`config.mk`:
```
export PLATFORM = sky130hd
export DESIGN_NAME = ihct_regs
export DESIGN_NICKNAME = d
export VERILOG_FILES = /design/src/ihct_pkg.sv /design/src/ihct_hcount.sv /design/src/ihct_regs.sv
export SDC_FILE = /design/constraint.sdc
export NUM_CORES = 1
export LEC_CHECK = 0
export ABC_CLOCK_PERIOD_IN_PS = 3500
export BUFFER_PORTS_ARGS = -buffer_cell sky130_fd_sc_hd__buf_2
export CAP_MARGIN = 20
export CELL_PAD_IN_SITES_DETAIL_PLACEMENT = 1
export CELL_PAD_IN_SITES_GLOBAL_PLACEMENT = 2
export CORE_MARGIN = 2
export CORE_UTILIZATION = 32
export DETAILED_ROUTE_END_ITERATION = 8
export GPL_TIMING_DRIVEN = 0
export PLACE_DENSITY = 0.91
export SLEW_MARGIN = 40
export SYNTH_ARGS = -nofsm -noshare
export SYNTH_HDL_FRONTEND = slang
export SYNTH_SLANG_ARGS = --single-unit
```
`constraint.sdc`:
```
create_clock -name ref_clk -period 3.5 [get_ports ref_clk]
set_input_delay 0.175 -clock ref_clk [delete_from_list [all_inputs] [get_ports ref_clk]]
set_output_delay 0.175 -clock ref_clk [all_outputs]
set_load 0.02 [all_outputs]
```
`src/ihct_pkg.sv`:
```
// Shared constants and types for the indexed horizontal timing block
`default_nettype none
package ihct_pkg;
    // Port offsets within the I/O block (low nibble of address)
    localparam logic [3:0] IHCT_PORT_MODE  = 4'h0;
    localparam logic [3:0] IHCT_PORT_INDEX = 4'hA;
    localparam logic [3:0] IHCT_PORT_DATA0 = 4'hB;
    localparam logic [3:0] IHCT_PORT_DATA1 = 4'hC;
    localparam logic [3:0] IHCT_PORT_DATAL = 4'hF;
    // Indexed register map
    localparam logic [7:0] IHCT_IDX_AUTOCFG  = 8'h04;
    localparam logic [7:0] IHCT_IDX_SRA      = 8'h0C;
    localparam logic [7:0] IHCT_IDX_SRB      = 8'h0D;
    localparam logic [7:0] IHCT_IDX_HTOT_LO  = 8'h10;
    localparam logic [7:0] IHCT_IDX_HTOT_HI  = 8'h11;
    localparam logic [7:0] IHCT_IDX_HDE_LO   = 8'h12;
    localparam logic [7:0] IHCT_IDX_HDE_HI   = 8'h13;
    localparam logic [7:0] IHCT_IDX_HBS_LO   = 8'h14;
    localparam logic [7:0] IHCT_IDX_HBS_HI   = 8'h15;
    localparam logic [7:0] IHCT_IDX_HBE_LO   = 8'h16;
    localparam logic [7:0] IHCT_IDX_HSE_HI   = 8'h1B;
    localparam logic [7:0] IHCT_IDX_HSP_A    = 8'h1C;
    localparam logic [7:0] IHCT_IDX_HSP_B    = 8'h1E;
    localparam logic [7:0] IHCT_IDX_SPR_LO   = 8'h30;
    localparam logic [7:0] IHCT_IDX_SPR_HI   = 8'h36;
    localparam logic [7:0] IHCT_IDX_PAL_LO   = 8'h50;
    localparam logic [7:0] IHCT_IDX_PAL_HI   = 8'h60;
    // Field positions and values
    localparam int         IHCT_BUS_WIDTH_BIT = 0;
    localparam logic [2:0] IHCT_MODE_EXT      = 3'b100;
    localparam int         IHCT_MODE_LSB      = 0;
    localparam logic [7:0] IHCT_RESET_BYTE    = 8'h00;
    localparam logic [7:0] IHCT_RESERVED_READ = 8'h00;
    localparam int         IHCT_PIX_PER_UNIT  = 8;
    localparam int         IHCT_CNT_W         = 11;

    // Access size on the host I/O bus
    typedef enum logic [1:0] {
        IHCT_SZ_BYTE,
        IHCT_SZ_WORD,
        IHCT_SZ_DWORD
    } ihct_size_t;

    // One host I/O cycle
    typedef struct packed {
        logic        wr;
        logic        rd;
        logic [3:0]  addr;
        ihct_size_t  size;
        logic [31:0] wdata;
    } ihct_io_req_t;

    // Horizontal timing set handed to the raster counter
    typedef struct packed {
        logic [7:0] total;
        logic [7:0] disp_end;
        logic [7:0] blank_start;
    } ihct_htiming_t;
endpackage
`default_nettype wire

```
`src/ihct_hcount.sv`:
```
// Horizontal raster counter in eight-pixel units
`default_nettype none
module ihct_hcount
    import ihct_pkg::*;
(
    input  wire logic          ref_clk,
    input  wire logic          rst_n,
    input  wire logic          enable,
    input  wire ihct_htiming_t timing,
    output logic [7:0]         unit_pos,
    output logic               line_start,
    output logic               h_active,
    output logic               h_blank
);
    logic [7:0] pos_reg;
    logic [7:0] pos_next;
    logic       act_reg;
    logic       blk_reg;
    logic       sol_reg;
    wire        at_end   = (pos_reg == timing.total);

    // Unit n spans pixels n*8 .. n*8+7, so a limit n covers (n+1)*8 pixels
    assign pos_next = (!enable || at_end) ? 8'h00 : pos_reg + 8'h01;

    always_ff @(posedge ref_clk) begin
        if (!rst_n || !enable) begin
            pos_reg <= 8'h00;
            act_reg <= 1'b0;
            blk_reg <= 1'b1;
            sol_reg <= 1'b0;
        end else begin
            pos_reg <= pos_next;
            act_reg <= (pos_next <= timing.disp_end);
            blk_reg <= (pos_next > timing.blank_start);
            sol_reg <= at_end;
        end
    end

    assign unit_pos   = pos_reg;
    assign line_start = sol_reg;
    assign h_active   = act_reg;
    assign h_blank    = blk_reg;
endmodule
`default_nettype wire

```
`src/ihct_regs.sv`:
```
// Indexed register access port with horizontal timing registers
`default_nettype none
import ihct_pkg::*;
module ihct_regs
    import ihct_pkg::*;
#(
    parameter int DATA_W = 32
) (
    input  wire logic              ref_clk,
    input  wire logic              rst_n,
    input  wire ihct_io_req_t      io_req,
    output logic [DATA_W-1:0]      io_rdata,
    output logic                   io_rvalid,
    input  wire logic              bus_width_flag,
    input  wire logic [7:0]        cop_sr_a_in,
    input  wire logic [7:0]        cop_sr_b_in,
    output logic [7:0]             cop_sr_data,
    output logic                   cop_sr_a_wr,
    output logic                   cop_sr_b_wr,
    output logic                   cop_sr_a_rd,
    output logic                   cop_sr_b_rd,
    output logic [7:0]             ext_index,
    output logic [7:0]             ext_wdata,
    output logic                   ext_wr,
    output logic                   ext_rd,
    input  wire logic [7:0]        ext_rdata,
    output logic                   ext_sprite_sel,
    output logic                   ext_palette_sel,
    output logic [7:0]             h_unit_pos,
    output logic                   h_line_start,
    output logic                   h_active,
    output logic                   h_blank,
    output logic                   ext_mode
);
    // Returns how many byte accesses an I/O cycle of a given size makes
    function automatic logic [2:0] byte_count(input ihct_size_t sz);
        case (sz)
            IHCT_SZ_WORD:  byte_count = 3'd2;
            IHCT_SZ_DWORD: byte_count = 3'd4;
            default:       byte_count = 3'd1;
        endcase
    endfunction

    // Picks byte lane n out of a 32-bit data word
    function automatic logic [7:0] lane(input logic [31:0] w,
                                        input logic [1:0]  n);
        lane = w[8*n +: 8];
    endfunction

    logic [7:0]  index_reg;
    logic [7:0]  index_next;
    logic [2:0]  mode_reg;
    logic        bw_meta_reg;
    logic        bw_sync_reg;
    logic [7:0]  htot_lo_reg;
    logic [7:0]  htot_hi_reg;
    logic [7:0]  hde_lo_reg;
    logic [7:0]  hde_hi_reg;
    logic [7:0]  hbs_lo_reg;
    logic [7:0]  hbs_hi_reg;
    logic [31:0] rdata_reg;
    logic        rvalid_reg;
    logic [7:0]  cop_data_reg;
    logic        cop_a_wr_reg;
    logic        cop_b_wr_reg;
    logic        cop_a_rd_reg;
    logic        cop_b_rd_reg;
    logic [7:0]  ext_wdata_reg;
    logic        ext_wr_reg;
    logic        ext_rd_reg;

    // Port decode
    wire is_index = (io_req.addr == IHCT_PORT_INDEX);
    wire is_data  = (io_req.addr >= IHCT_PORT_DATA0) &&
                    (io_req.addr <= IHCT_PORT_DATAL);
    wire is_mode  = (io_req.addr == IHCT_PORT_MODE);
    wire idx_wr   = io_req.wr && is_index;
    // Word write at the index port carries data in its high byte
    wire idx_data = idx_wr && (io_req.size != IHCT_SZ_BYTE);
    wire data_wr  = io_req.wr && is_data;
    wire data_rd  = io_req.rd && is_data;
    wire [2:0] n_bytes = byte_count(io_req.size);

    // Index for this cycle: a word write at the index port takes effect
    // for its own data byte, so the new index is used at once
    assign index_next = idx_wr ? io_req.wdata[7:0] : index_reg;

    // Every byte of a wide data write lands on the same indexed register;
    // the last byte written is the one that stays, as with n byte writes
    wire [1:0] last_lane = 2'(n_bytes - 3'd1);
    wire [7:0] wr_byte   = idx_data ? io_req.wdata[15:8]
                                    : lane(io_req.wdata, last_lane);
    wire       byte_wr   = data_wr || idx_data;

    // Indexed register selects
    wire sel_autocfg = (index_next == IHCT_IDX_AUTOCFG);
    wire sel_sra     = (index_next == IHCT_IDX_SRA);
    wire sel_srb     = (index_next == IHCT_IDX_SRB);
    wire sel_htot_lo = (index_next == IHCT_IDX_HTOT_LO);
    wire sel_htot_hi = (index_next == IHCT_IDX_HTOT_HI);
    wire sel_hde_lo  = (index_next == IHCT_IDX_HDE_LO);
    wire sel_hde_hi  = (index_next == IHCT_IDX_HDE_HI);
    wire sel_hbs_lo  = (index_next == IHCT_IDX_HBS_LO);
    wire sel_hbs_hi  = (index_next == IHCT_IDX_HBS_HI);
    // Blanking end through sync position live in the outer timing logic
    wire sel_hext    = ((index_next >= IHCT_IDX_HBE_LO) &&
                        (index_next <= IHCT_IDX_HSE_HI)) ||
                       (index_next == IHCT_IDX_HSP_A) ||
                       (index_next == IHCT_IDX_HSP_B);
    wire sel_spr     = (index_next >= IHCT_IDX_SPR_LO) &&
                       (index_next <= IHCT_IDX_SPR_HI);
    wire sel_pal     = (index_next >= IHCT_IDX_PAL_LO) &&
                       (index_next <= IHCT_IDX_PAL_HI);
    wire sel_ext     = sel_hext || sel_spr || sel_pal;

    // Read byte for the selected index; reserved indices read as zero
    logic [7:0] rd_byte;
    always_comb begin
        rd_byte = IHCT_RESERVED_READ;
        if (sel_autocfg) begin
            rd_byte = IHCT_RESERVED_READ;
            rd_byte[IHCT_BUS_WIDTH_BIT] = bw_sync_reg;
        end else if (sel_sra) begin
            rd_byte = cop_sr_a_in;
        end else if (sel_srb) begin
            rd_byte = cop_sr_b_in;
        end else if (sel_htot_lo) begin
            rd_byte = htot_lo_reg;
        end else if (sel_htot_hi) begin
            rd_byte = htot_hi_reg;
        end else if (sel_hde_lo) begin
            rd_byte = hde_lo_reg;
        end else if (sel_hde_hi) begin
            rd_byte = hde_hi_reg;
        end else if (sel_hbs_lo) begin
            rd_byte = hbs_lo_reg;
        end else if (sel_hbs_hi) begin
            rd_byte = hbs_hi_reg;
        end else if (sel_ext) begin
            rd_byte = ext_rdata;
        end
    end

    // A wide read returns the same register in each active lane
    logic [31:0] rd_word;
    always_comb begin
        rd_word = 32'h0000_0000;
        for (int i = 0; i < 4; i++) begin
            if (3'(i) < n_bytes) begin
                rd_word[8*i +: 8] = rd_byte;
            end
        end
    end

    // Index and mode registers
    always_ff @(posedge ref_clk) begin
        if (!rst_n) begin
            index_reg <= IHCT_RESET_BYTE;
            mode_reg  <= 3'b000;
        end else begin
            index_reg <= index_next;
            if (io_req.wr && is_mode) begin
                mode_reg <= io_req.wdata[IHCT_MODE_LSB +: 3];
            end
        end
    end

    // Strap level from the board, brought in through two flops
    always_ff @(posedge ref_clk) begin
        if (!rst_n) begin
            bw_meta_reg <= 1'b0;
            bw_sync_reg <= 1'b0;
        end else begin
            bw_meta_reg <= bus_width_flag;
            bw_sync_reg <= bw_meta_reg;
        end
    end

    // Horizontal timing registers; index 04 has no write path
    always_ff @(posedge ref_clk) begin
        if (!rst_n) begin
            htot_lo_reg <= IHCT_RESET_BYTE;
            htot_hi_reg <= IHCT_RESET_BYTE;
            hde_lo_reg  <= IHCT_RESET_BYTE;
            hde_hi_reg  <= IHCT_RESET_BYTE;
            hbs_lo_reg  <= IHCT_RESET_BYTE;
            hbs_hi_reg  <= IHCT_RESET_BYTE;
        end else if (byte_wr) begin
            if (sel_htot_lo) htot_lo_reg <= wr_byte;
            if (sel_htot_hi) htot_hi_reg <= wr_byte;
            if (sel_hde_lo)  hde_lo_reg  <= wr_byte;
            if (sel_hde_hi)  hde_hi_reg  <= wr_byte;
            if (sel_hbs_lo)  hbs_lo_reg  <= wr_byte;
            if (sel_hbs_hi)  hbs_hi_reg  <= wr_byte;
        end
    end

    // Read data, coprocessor image strobes and outer register strobes
    always_ff @(posedge ref_clk) begin
        if (!rst_n) begin
            rdata_reg     <= 32'h0000_0000;
            rvalid_reg    <= 1'b0;
            cop_data_reg  <= IHCT_RESET_BYTE;
            cop_a_wr_reg  <= 1'b0;
            cop_b_wr_reg  <= 1'b0;
            cop_a_rd_reg  <= 1'b0;
            cop_b_rd_reg  <= 1'b0;
            ext_wdata_reg <= IHCT_RESET_BYTE;
            ext_wr_reg    <= 1'b0;
            ext_rd_reg    <= 1'b0;
        end else begin
            rvalid_reg   <= data_rd;
            if (data_rd) begin
                rdata_reg <= rd_word;
            end
            cop_a_wr_reg <= byte_wr && sel_sra;
            cop_b_wr_reg <= byte_wr && sel_srb;
            cop_a_rd_reg <= data_rd && sel_sra;
            cop_b_rd_reg <= data_rd && sel_srb;
            ext_wr_reg   <= byte_wr && sel_ext;
            ext_rd_reg   <= data_rd && sel_ext;
            if (byte_wr) begin
                cop_data_reg  <= wr_byte;
                ext_wdata_reg <= wr_byte;
            end
        end
    end

    assign io_rdata        = DATA_W'(rdata_reg);
    assign io_rvalid       = rvalid_reg;
    assign cop_sr_data     = cop_data_reg;
    assign cop_sr_a_wr     = cop_a_wr_reg;
    assign cop_sr_b_wr     = cop_b_wr_reg;
    assign cop_sr_a_rd     = cop_a_rd_reg;
    assign cop_sr_b_rd     = cop_b_rd_reg;
    assign ext_index       = index_reg;
    assign ext_wdata       = ext_wdata_reg;
    assign ext_wr          = ext_wr_reg;
    assign ext_rd          = ext_rd_reg;
    assign ext_sprite_sel  = (index_reg >= IHCT_IDX_SPR_LO) &&
                             (index_reg <= IHCT_IDX_SPR_HI);
    assign ext_palette_sel = (index_reg >= IHCT_IDX_PAL_LO) &&
                             (index_reg <= IHCT_IDX_PAL_HI);

    // Timing takes effect only in extended graphics mode
    assign ext_mode = (mode_reg == IHCT_MODE_EXT);

    // Only the low byte of each pair is used; high bytes are stored for
    // readback, software keeps them zero
    ihct_htiming_t timing;
    assign timing.total       = htot_lo_reg;
    assign timing.disp_end    = hde_lo_reg;
    assign timing.blank_start = hbs_lo_reg;

    ihct_hcount u_hcount (
        .ref_clk    (ref_clk),
        .rst_n      (rst_n),
        .enable     (ext_mode),
        .timing     (timing),
        .unit_pos   (h_unit_pos),
        .line_start (h_line_start),
        .h_active   (h_active),
        .h_blank    (h_blank)
    );
endmodule
`default_nettype wire

```
==> flow_summary.ini, run 1 <==
[worst_setup_path]
crit_path_start_kind = flop
cp.arrival_ns = 3.38
regToRegSetupSlack_ns = 0.43
worstReg2RegEnd = u_hcount.h_blank
worstSetupStartpoint = mode_reg[2]
criticalPathCategory = flop to flop
critical_path.endpoint = u_hcount.h_blank
worstPathRequired_ns = 3.81
cp-end-kind = flop
r2r-start = mode_reg[2]
ff2ff_path_depth = 10
cp_max_fo = 10

[placement]
place_inst = 1138
gp_congestion = 0.912
preCtsSetupSlack_ns = 0.422
post_dp_cell_area_mm2 = 0.00733
dpl.hpwl_um = 17600
portBuffers = 138

[clocking]
postCtsSetupBuffers = 0
clk_pin_slew_ns = 0.06
root_buffer = clkbuf_16
numClockSinks = 119
tritoncts = done
clk_path_buf_depth = 2
clock_latency_ns = 0.42
htree_levels = 4
numCtsBuffers = 17

[timing]
min_period_ns = 3.07
max_slew_margin_pct = 40.7
worst_slew_pin_slew_ns = 0.887
fmax_ghz = 0.326
hold_viol = 0
finalCritPeriodShare_pct = 87.6
fin_tns_setup_ns = 0
finClkSkew_ns = 0.00593
layout_setup_ws_ns = 0.433
slew_viol_final = 0
setup_viol = 0
rsz0062_at_grt = no

[pwr]
ir_drop_uv = 224
power_density_mw_per_mm2 = 427
seqPwrFrac_pct = 40.7
pwr-share-comb_pct = 9.0
intPower_uw = 2480
p_total_uw = 3380
p_sw_uw = 898
leakage_uw = 0.00339
p_sw_share_pct = 26.6
p_clk_share_pct = 50.3

[yosys]
postSynthCellCount = 729
synth-seq-cells = 119
synth_area_mm2 = 0.00625
async_flop_share_pct = 0
synth.avg_cell_area_um2 = 8.58
synth_common_cells = 119 x dfxtp_1, 83 x nor2_1, 76 x nand2_1
yosys-top-cells-area = dfxtp_1 38%, nor2_1 5.0%, nand2_1 4.6%, o22ai_1 4.4%, ha_1 4.0%
yosysTopAreaCell = dfxtp_1
yosysMostFrequentCell = dfxtp_1
seq_area_frac_synth_pct = 38.1
yosysUniqueCellTypes = 87
synth_top_cell_area_share_pct = 38.1
synth_warnings = 0
synth-main-ff-cell = dfxtp_1
synth-edff-count = 0
syn_nets = 816

[drt]
dr.max_layer_used = met4
postRouteAntennaNets = 0
initialDrtViolationCount = 340
wl_met1_um = 10100
first_pass_iters = 5
route.vias.total = 6298
wl_met2_um = 11000
wirelength_um = 22800
wl_per_cell_um = 19.5
drc = 0
met3_length_um = 1080
viasPerCell = 5.38

[die]
core_area_mm2 = 0.0193
io-pin-count = 144
die_w_um = 144
dieArea_mm2 = 0.0207
rows = 51
initial_core_util_pct = 32.3
dieHeight_um = 144

[worst_hold_path]
hold_path.class = input pin to flop

[cells_and_area]
antenna_cells = 0
largest_reg_flops = 32
final_cells = 1171
final_area_mm2 = 0.00792
nets = 980
drive_above_1_share_pct = 28.6
syn2layout_area_growth_pct = 26.7

[run_status]
status = completed

[global_routing]
grt_pass1_vias = 6338
gr-usage-all-layers_pct = 22.2
grt_pass1_wl_um = 34900
grt_overflow = 0
antenna_found_initial = 0
grt_max_degree = 17

[job]
maxCapViolations = 0
## worst min-delay path by stage
stage / slack (ns) / cells past startpoint / endpoint / start
6_report: 0.07 / 3 / ext_index[4] / io_req[4]
5_1_grt: 0.1 / 3 / ext_index[4] / io_req[4]
4_1_cts: 0.06 / 3 / ext_index[4] / io_req[4]
3_5_place_dp: 0.42 / 2 / bw_meta_reg / bus_width_flag
3_3_place_gp: 0.40 / 2 / bw_meta_reg / bus_width_flag
2_1_floorplan: 0.30 / 1 / bw_meta_reg / bus_width_flag
## power groups by stage
| stage | sequential [µW] | combinational [µW] | clock [µW] |
|---|---|---|---|
| floorplan | 1420 | 157 | 0 |
| global placement | 1410 | 292 | 0 |
| detailed placement | 1410 | 301 | 0 |
| CTS | 1380 | 304 | 1720 |
| global route | 1380 | 327 | 1780 |
| finish | 1380 | 304 | 1700 |
## cells by family after synthesis
kind of cell / share of synthesized area (%)
multiplexers: 3.28
AND/OR/NAND/NOR: 21.2
adder cells (fa/ha/maj): 4.00
AO/OA/AOI/OAI: 25.6
flip-flops: 38.1
XOR/XNOR: 1.96
buffers and inverters: 5.84
## cells in the final DEF (no fill, tap or decap), types with 12 or more instances in the layout
master / synthesis / routed
buf_2: 10 / 152
dfxtp_1: 119 / 119
nor2_1: 83 / 83
nand2_1: 76 / 76
o22ai_1: 44 / 44
a21oi_1: 39 / 39
o21ai_0: 25 / 25
inv_1: 24 / 24
clkbuf_1: 22 / 22
nand3_1: 20 / 20
ha_1: 20 / 20
o21ai_1: 18 / 17
clkbuf_16: 0 / 17
xor2_1: 13 / 13
buf_4: 11 / 13
a22oi_1: 13 / 13
nor3_1: 13 / 12
## area by class of cell
type / count / area, µm²
plain buffers: 48 / 272
clock buffers: 18 / 439
clock inverters: 14 / 140
fillers: 2327 / 11400
inverters: 25 / 93.8
multi-input cells: 537 / 3530
flip-flops and latches: 119 / 2380
well taps: 265 / 332
repair buffers: 145 / 736
## critical path: stages (launching register included)
cell	delay (ns)
dfxtp_1	0.32
nor3b_1	0.61
nand2_1	0.33
clkbuf_1	0.30
nor2_1	0.24
ha_1	0.28
a21o_1	0.19
a211o_1	0.29
a21oi_1	0.14
o21ai_0	0.09
a21o_1	0.17
## per-layer routing
layer | vias up | GRT usage (%)
li1 | 3006 | -
met3 | 45 | 3.60
met2 | 173 | 37.7
met5 | - | 0
met4 | 0 | 8.82
met1 | 3074 | 28.1
## what timing repair did
action / 4_1_cts / 5_1_grt
resized for setup: 0 / 0
hold buffers: 1 / 0
endpoints found under the hold margin: 1 / 0
## metrics by stage
step,hold slack [ns],util (%)
after global routing,0.0980,41.0
final,0.0750,41.0
after floorplan,0.302,-
after CTS,0.0623,41.0
after global placement,0.401,37.6
after detailed placement,0.416,37.9
Note: power is estimated with default switching activity, not from simulation.
==> run 2: changes to the inputs <==
--- a/config.mk
+++ b/config.mk
@@ -15,6 +15,7 @@
 export DETAILED_ROUTE_END_ITERATION = 8
 export GPL_TIMING_DRIVEN = 0
 export PLACE_DENSITY = 0.91
+export REMOVE_ABC_BUFFERS = 1
 export SLEW_MARGIN = 40
 export SYNTH_ARGS = -nofsm -noshare
 export SYNTH_HDL_FRONTEND = slang
==> run 2 against run 1 <==
  * Worst hold slack better by 0.011 ns
  * Sequential share of layout area is 0.65 points higher
  * Flip-flop and latch count stayed put
  * Design area is 2.1% lower
  * Worst setup slack better by 0.030 ns
  * Clock skew hardly changed
  * Routed wire length is 3.3% lower
==> flow_summary.ini, run 2 (same netlist as run 1, synthesis figures left out) <==
[run_status]
status = completed

[clocking]
clock_latency_ns = 0.42
cts_resized = 0
tritoncts = done
htree_levels = 4
clk_path_buf_depth = 2
root_buffer = clkbuf_16
numCtsBuffers = 17
numClockSinks = 119
clk_pin_slew_ns = 0.05

[worst_setup_path]
worst-path-buf-inv = 1
worstSetupStartpoint = io_req[36]
cpPeakStageDelay_ns = 0.79
regToRegSetupSlack_ns = 0.57
cp_max_fo = 15
cp_slowest_cell = a2111oi_1
crit_path_start_kind = input pin
path_cells = buf_2 > nand4bb_1 > nor2_4 > o21a_1 > nand2_1 > a2111oi_1 > o32a_4 > o21ai_2
ff2ff_path_depth = 7
criticalPathCategory = input pin to flop
path_delay_family = compound AO/OA/AOI/OAI gates
r2r-start = ext_index[5]
critical_path.endpoint = io_rdata[19]
cp.arrival_ns = 3.34
worstReg2RegEnd = io_rdata[19]
cp-end-kind = flop
worstPathRequired_ns = 3.80
critical_path_depth = 8

[die]
core_area_mm2 = 0.0193
rows = 51
dieHeight_um = 144
io-pin-count = 144
initial_core_util_pct = 32.3
die_w_um = 144
dieArea_mm2 = 0.0207

[timing]
max_slew_margin_pct = 46.4
slew_viol_final = 0
finalCritPeriodShare_pct = 86.8
hold_ws_ns = 0.0858
hold_viol = 0
rsz0062_at_grt = no
min_period_ns = 3.04
finClkSkew_ns = 0.00629
worst_slew_pin_slew_ns = 0.802
fmax_ghz = 0.329
setup_viol = 0
fin_tns_setup_ns = 0

[pwr]
p_total_uw = 3320
leakage_uw = 0.00329
power_density_mw_per_mm2 = 427
ir_drop_uv = 237

[cells_and_area]
layout_common_cells = 151 x buf_2, 119 x dfxtp_1, 81 x nor2_1, 76 x nand2_1, 44 x o22ai_1
drive_above_1_share_pct = 28.3
largest_reg_flops = 32
fillers = 2319
layout_commonest_cell = buf_2
syn2layout_area_growth_pct = 24.0
nets = 942
multi_input_area_mm2 = 0.00357
regArea_mm2 = 0.00238
utilization_pct = 40.1

[drt]
route.vias.total = 6181
postRouteAntennaNets = 0
viasPerCell = 5.45
first_pass_iters = 5
wl_per_cell_um = 19.5
drc = 0
initialDrtViolationCount = 393
wirelength_um = 22100

[global_routing]
grt_overflow = 0
grt_max_degree = 46
grt_pass1_vias = 6196
gr-usage-all-layers_pct = 21.8
antenna_found_initial = 0
grt_pass1_wl_um = 34500

[worst_hold_path]
hold_path.class = input pin to flop

[placement]
dpl.hpwl_um = 16600
portBuffers = 143
gp_congestion = 0.851

[job]
maxCapViolations = 0
==> run 2: changes by cell type in the layout (fill, tap and decap cells not counted), sizes merged <==
| cell | change |
|---|---|
| clkbuf | -20 |
| buf | -16 |
| inv | -4 |
| clkinv | +3 |
| clkinvlp | -1 |
| diode | +1 |
==> run 2: worst min-delay path by stage <==
stage,end,depth (start not counted),slack (ns),startpoint
after floorplan,bw_meta_reg,1,0.30,rst_n
after global placement,bw_meta_reg,2,0.39,bus_width_flag
after detailed placement,bw_meta_reg,2,0.39,bus_width_flag
after CTS,ext_index[4],3,0.07,io_req[4]
after global routing,ext_index[4],3,0.10,io_req[4]
final,ext_index[4],3,0.09,io_req[4]
==> run 2: timing repair <==
item / in CTS / in global routing
endpoints found under the hold margin: 1 / 0
buffers inserted: 0 / 0
hold buffers: 1 / 0
==> run 2: through the flow <==
stage	instances	cell area (µm²)	worst slack [ns]
2_1_floorplan	681	5980	0.348
3_3_place_gp	1089	7030	-1.31
3_5_place_dp	1100	7190	0.0584
4_1_cts	1133	7750	0.471
5_1_grt	1133	7750	0.237
6_report	1134	7750	0.462
==> run 2: power by group <==
part           switching, µW  leakage, µW  internal, µW
registers               10.3     0.000960          1370
logic                    194      0.00206          99.2
clock network            656     0.000266           990
==> run 2: worst reg2reg max path, cell delays in order, from the launching register on <==
cell       delay (ns)
dfxtp_1          0.60
nor2_1           0.10
and4b_1          0.26
mux2i_4          0.44
nand2_1          0.22
a2111oi_1        0.79
o32a_4           0.34
o21ai_2          0.07
==> run 2: area by class of cell <==
type	instances	share of cell area, %
Tap cell	265	4.28
Sequential cell	119	30.7
Timing Repair Buffer	155	10.6
Clock buffer	20	5.76
Inverter	25	1.24
Multi-Input combinational cell	537	46.0
Clock inverter	12	1.34
Antenna cell	1	0.0323
==> run 2: routing by layer <==
metal  track usage, %  up-vias  part of all wire (%)
met5                0        -                     0
met4             6.45        0                   1.4
met3             3.93       25                   4.5
met2             38.0      175                    49
met1             27.4     3054                    45
li1                 -     2927                     -
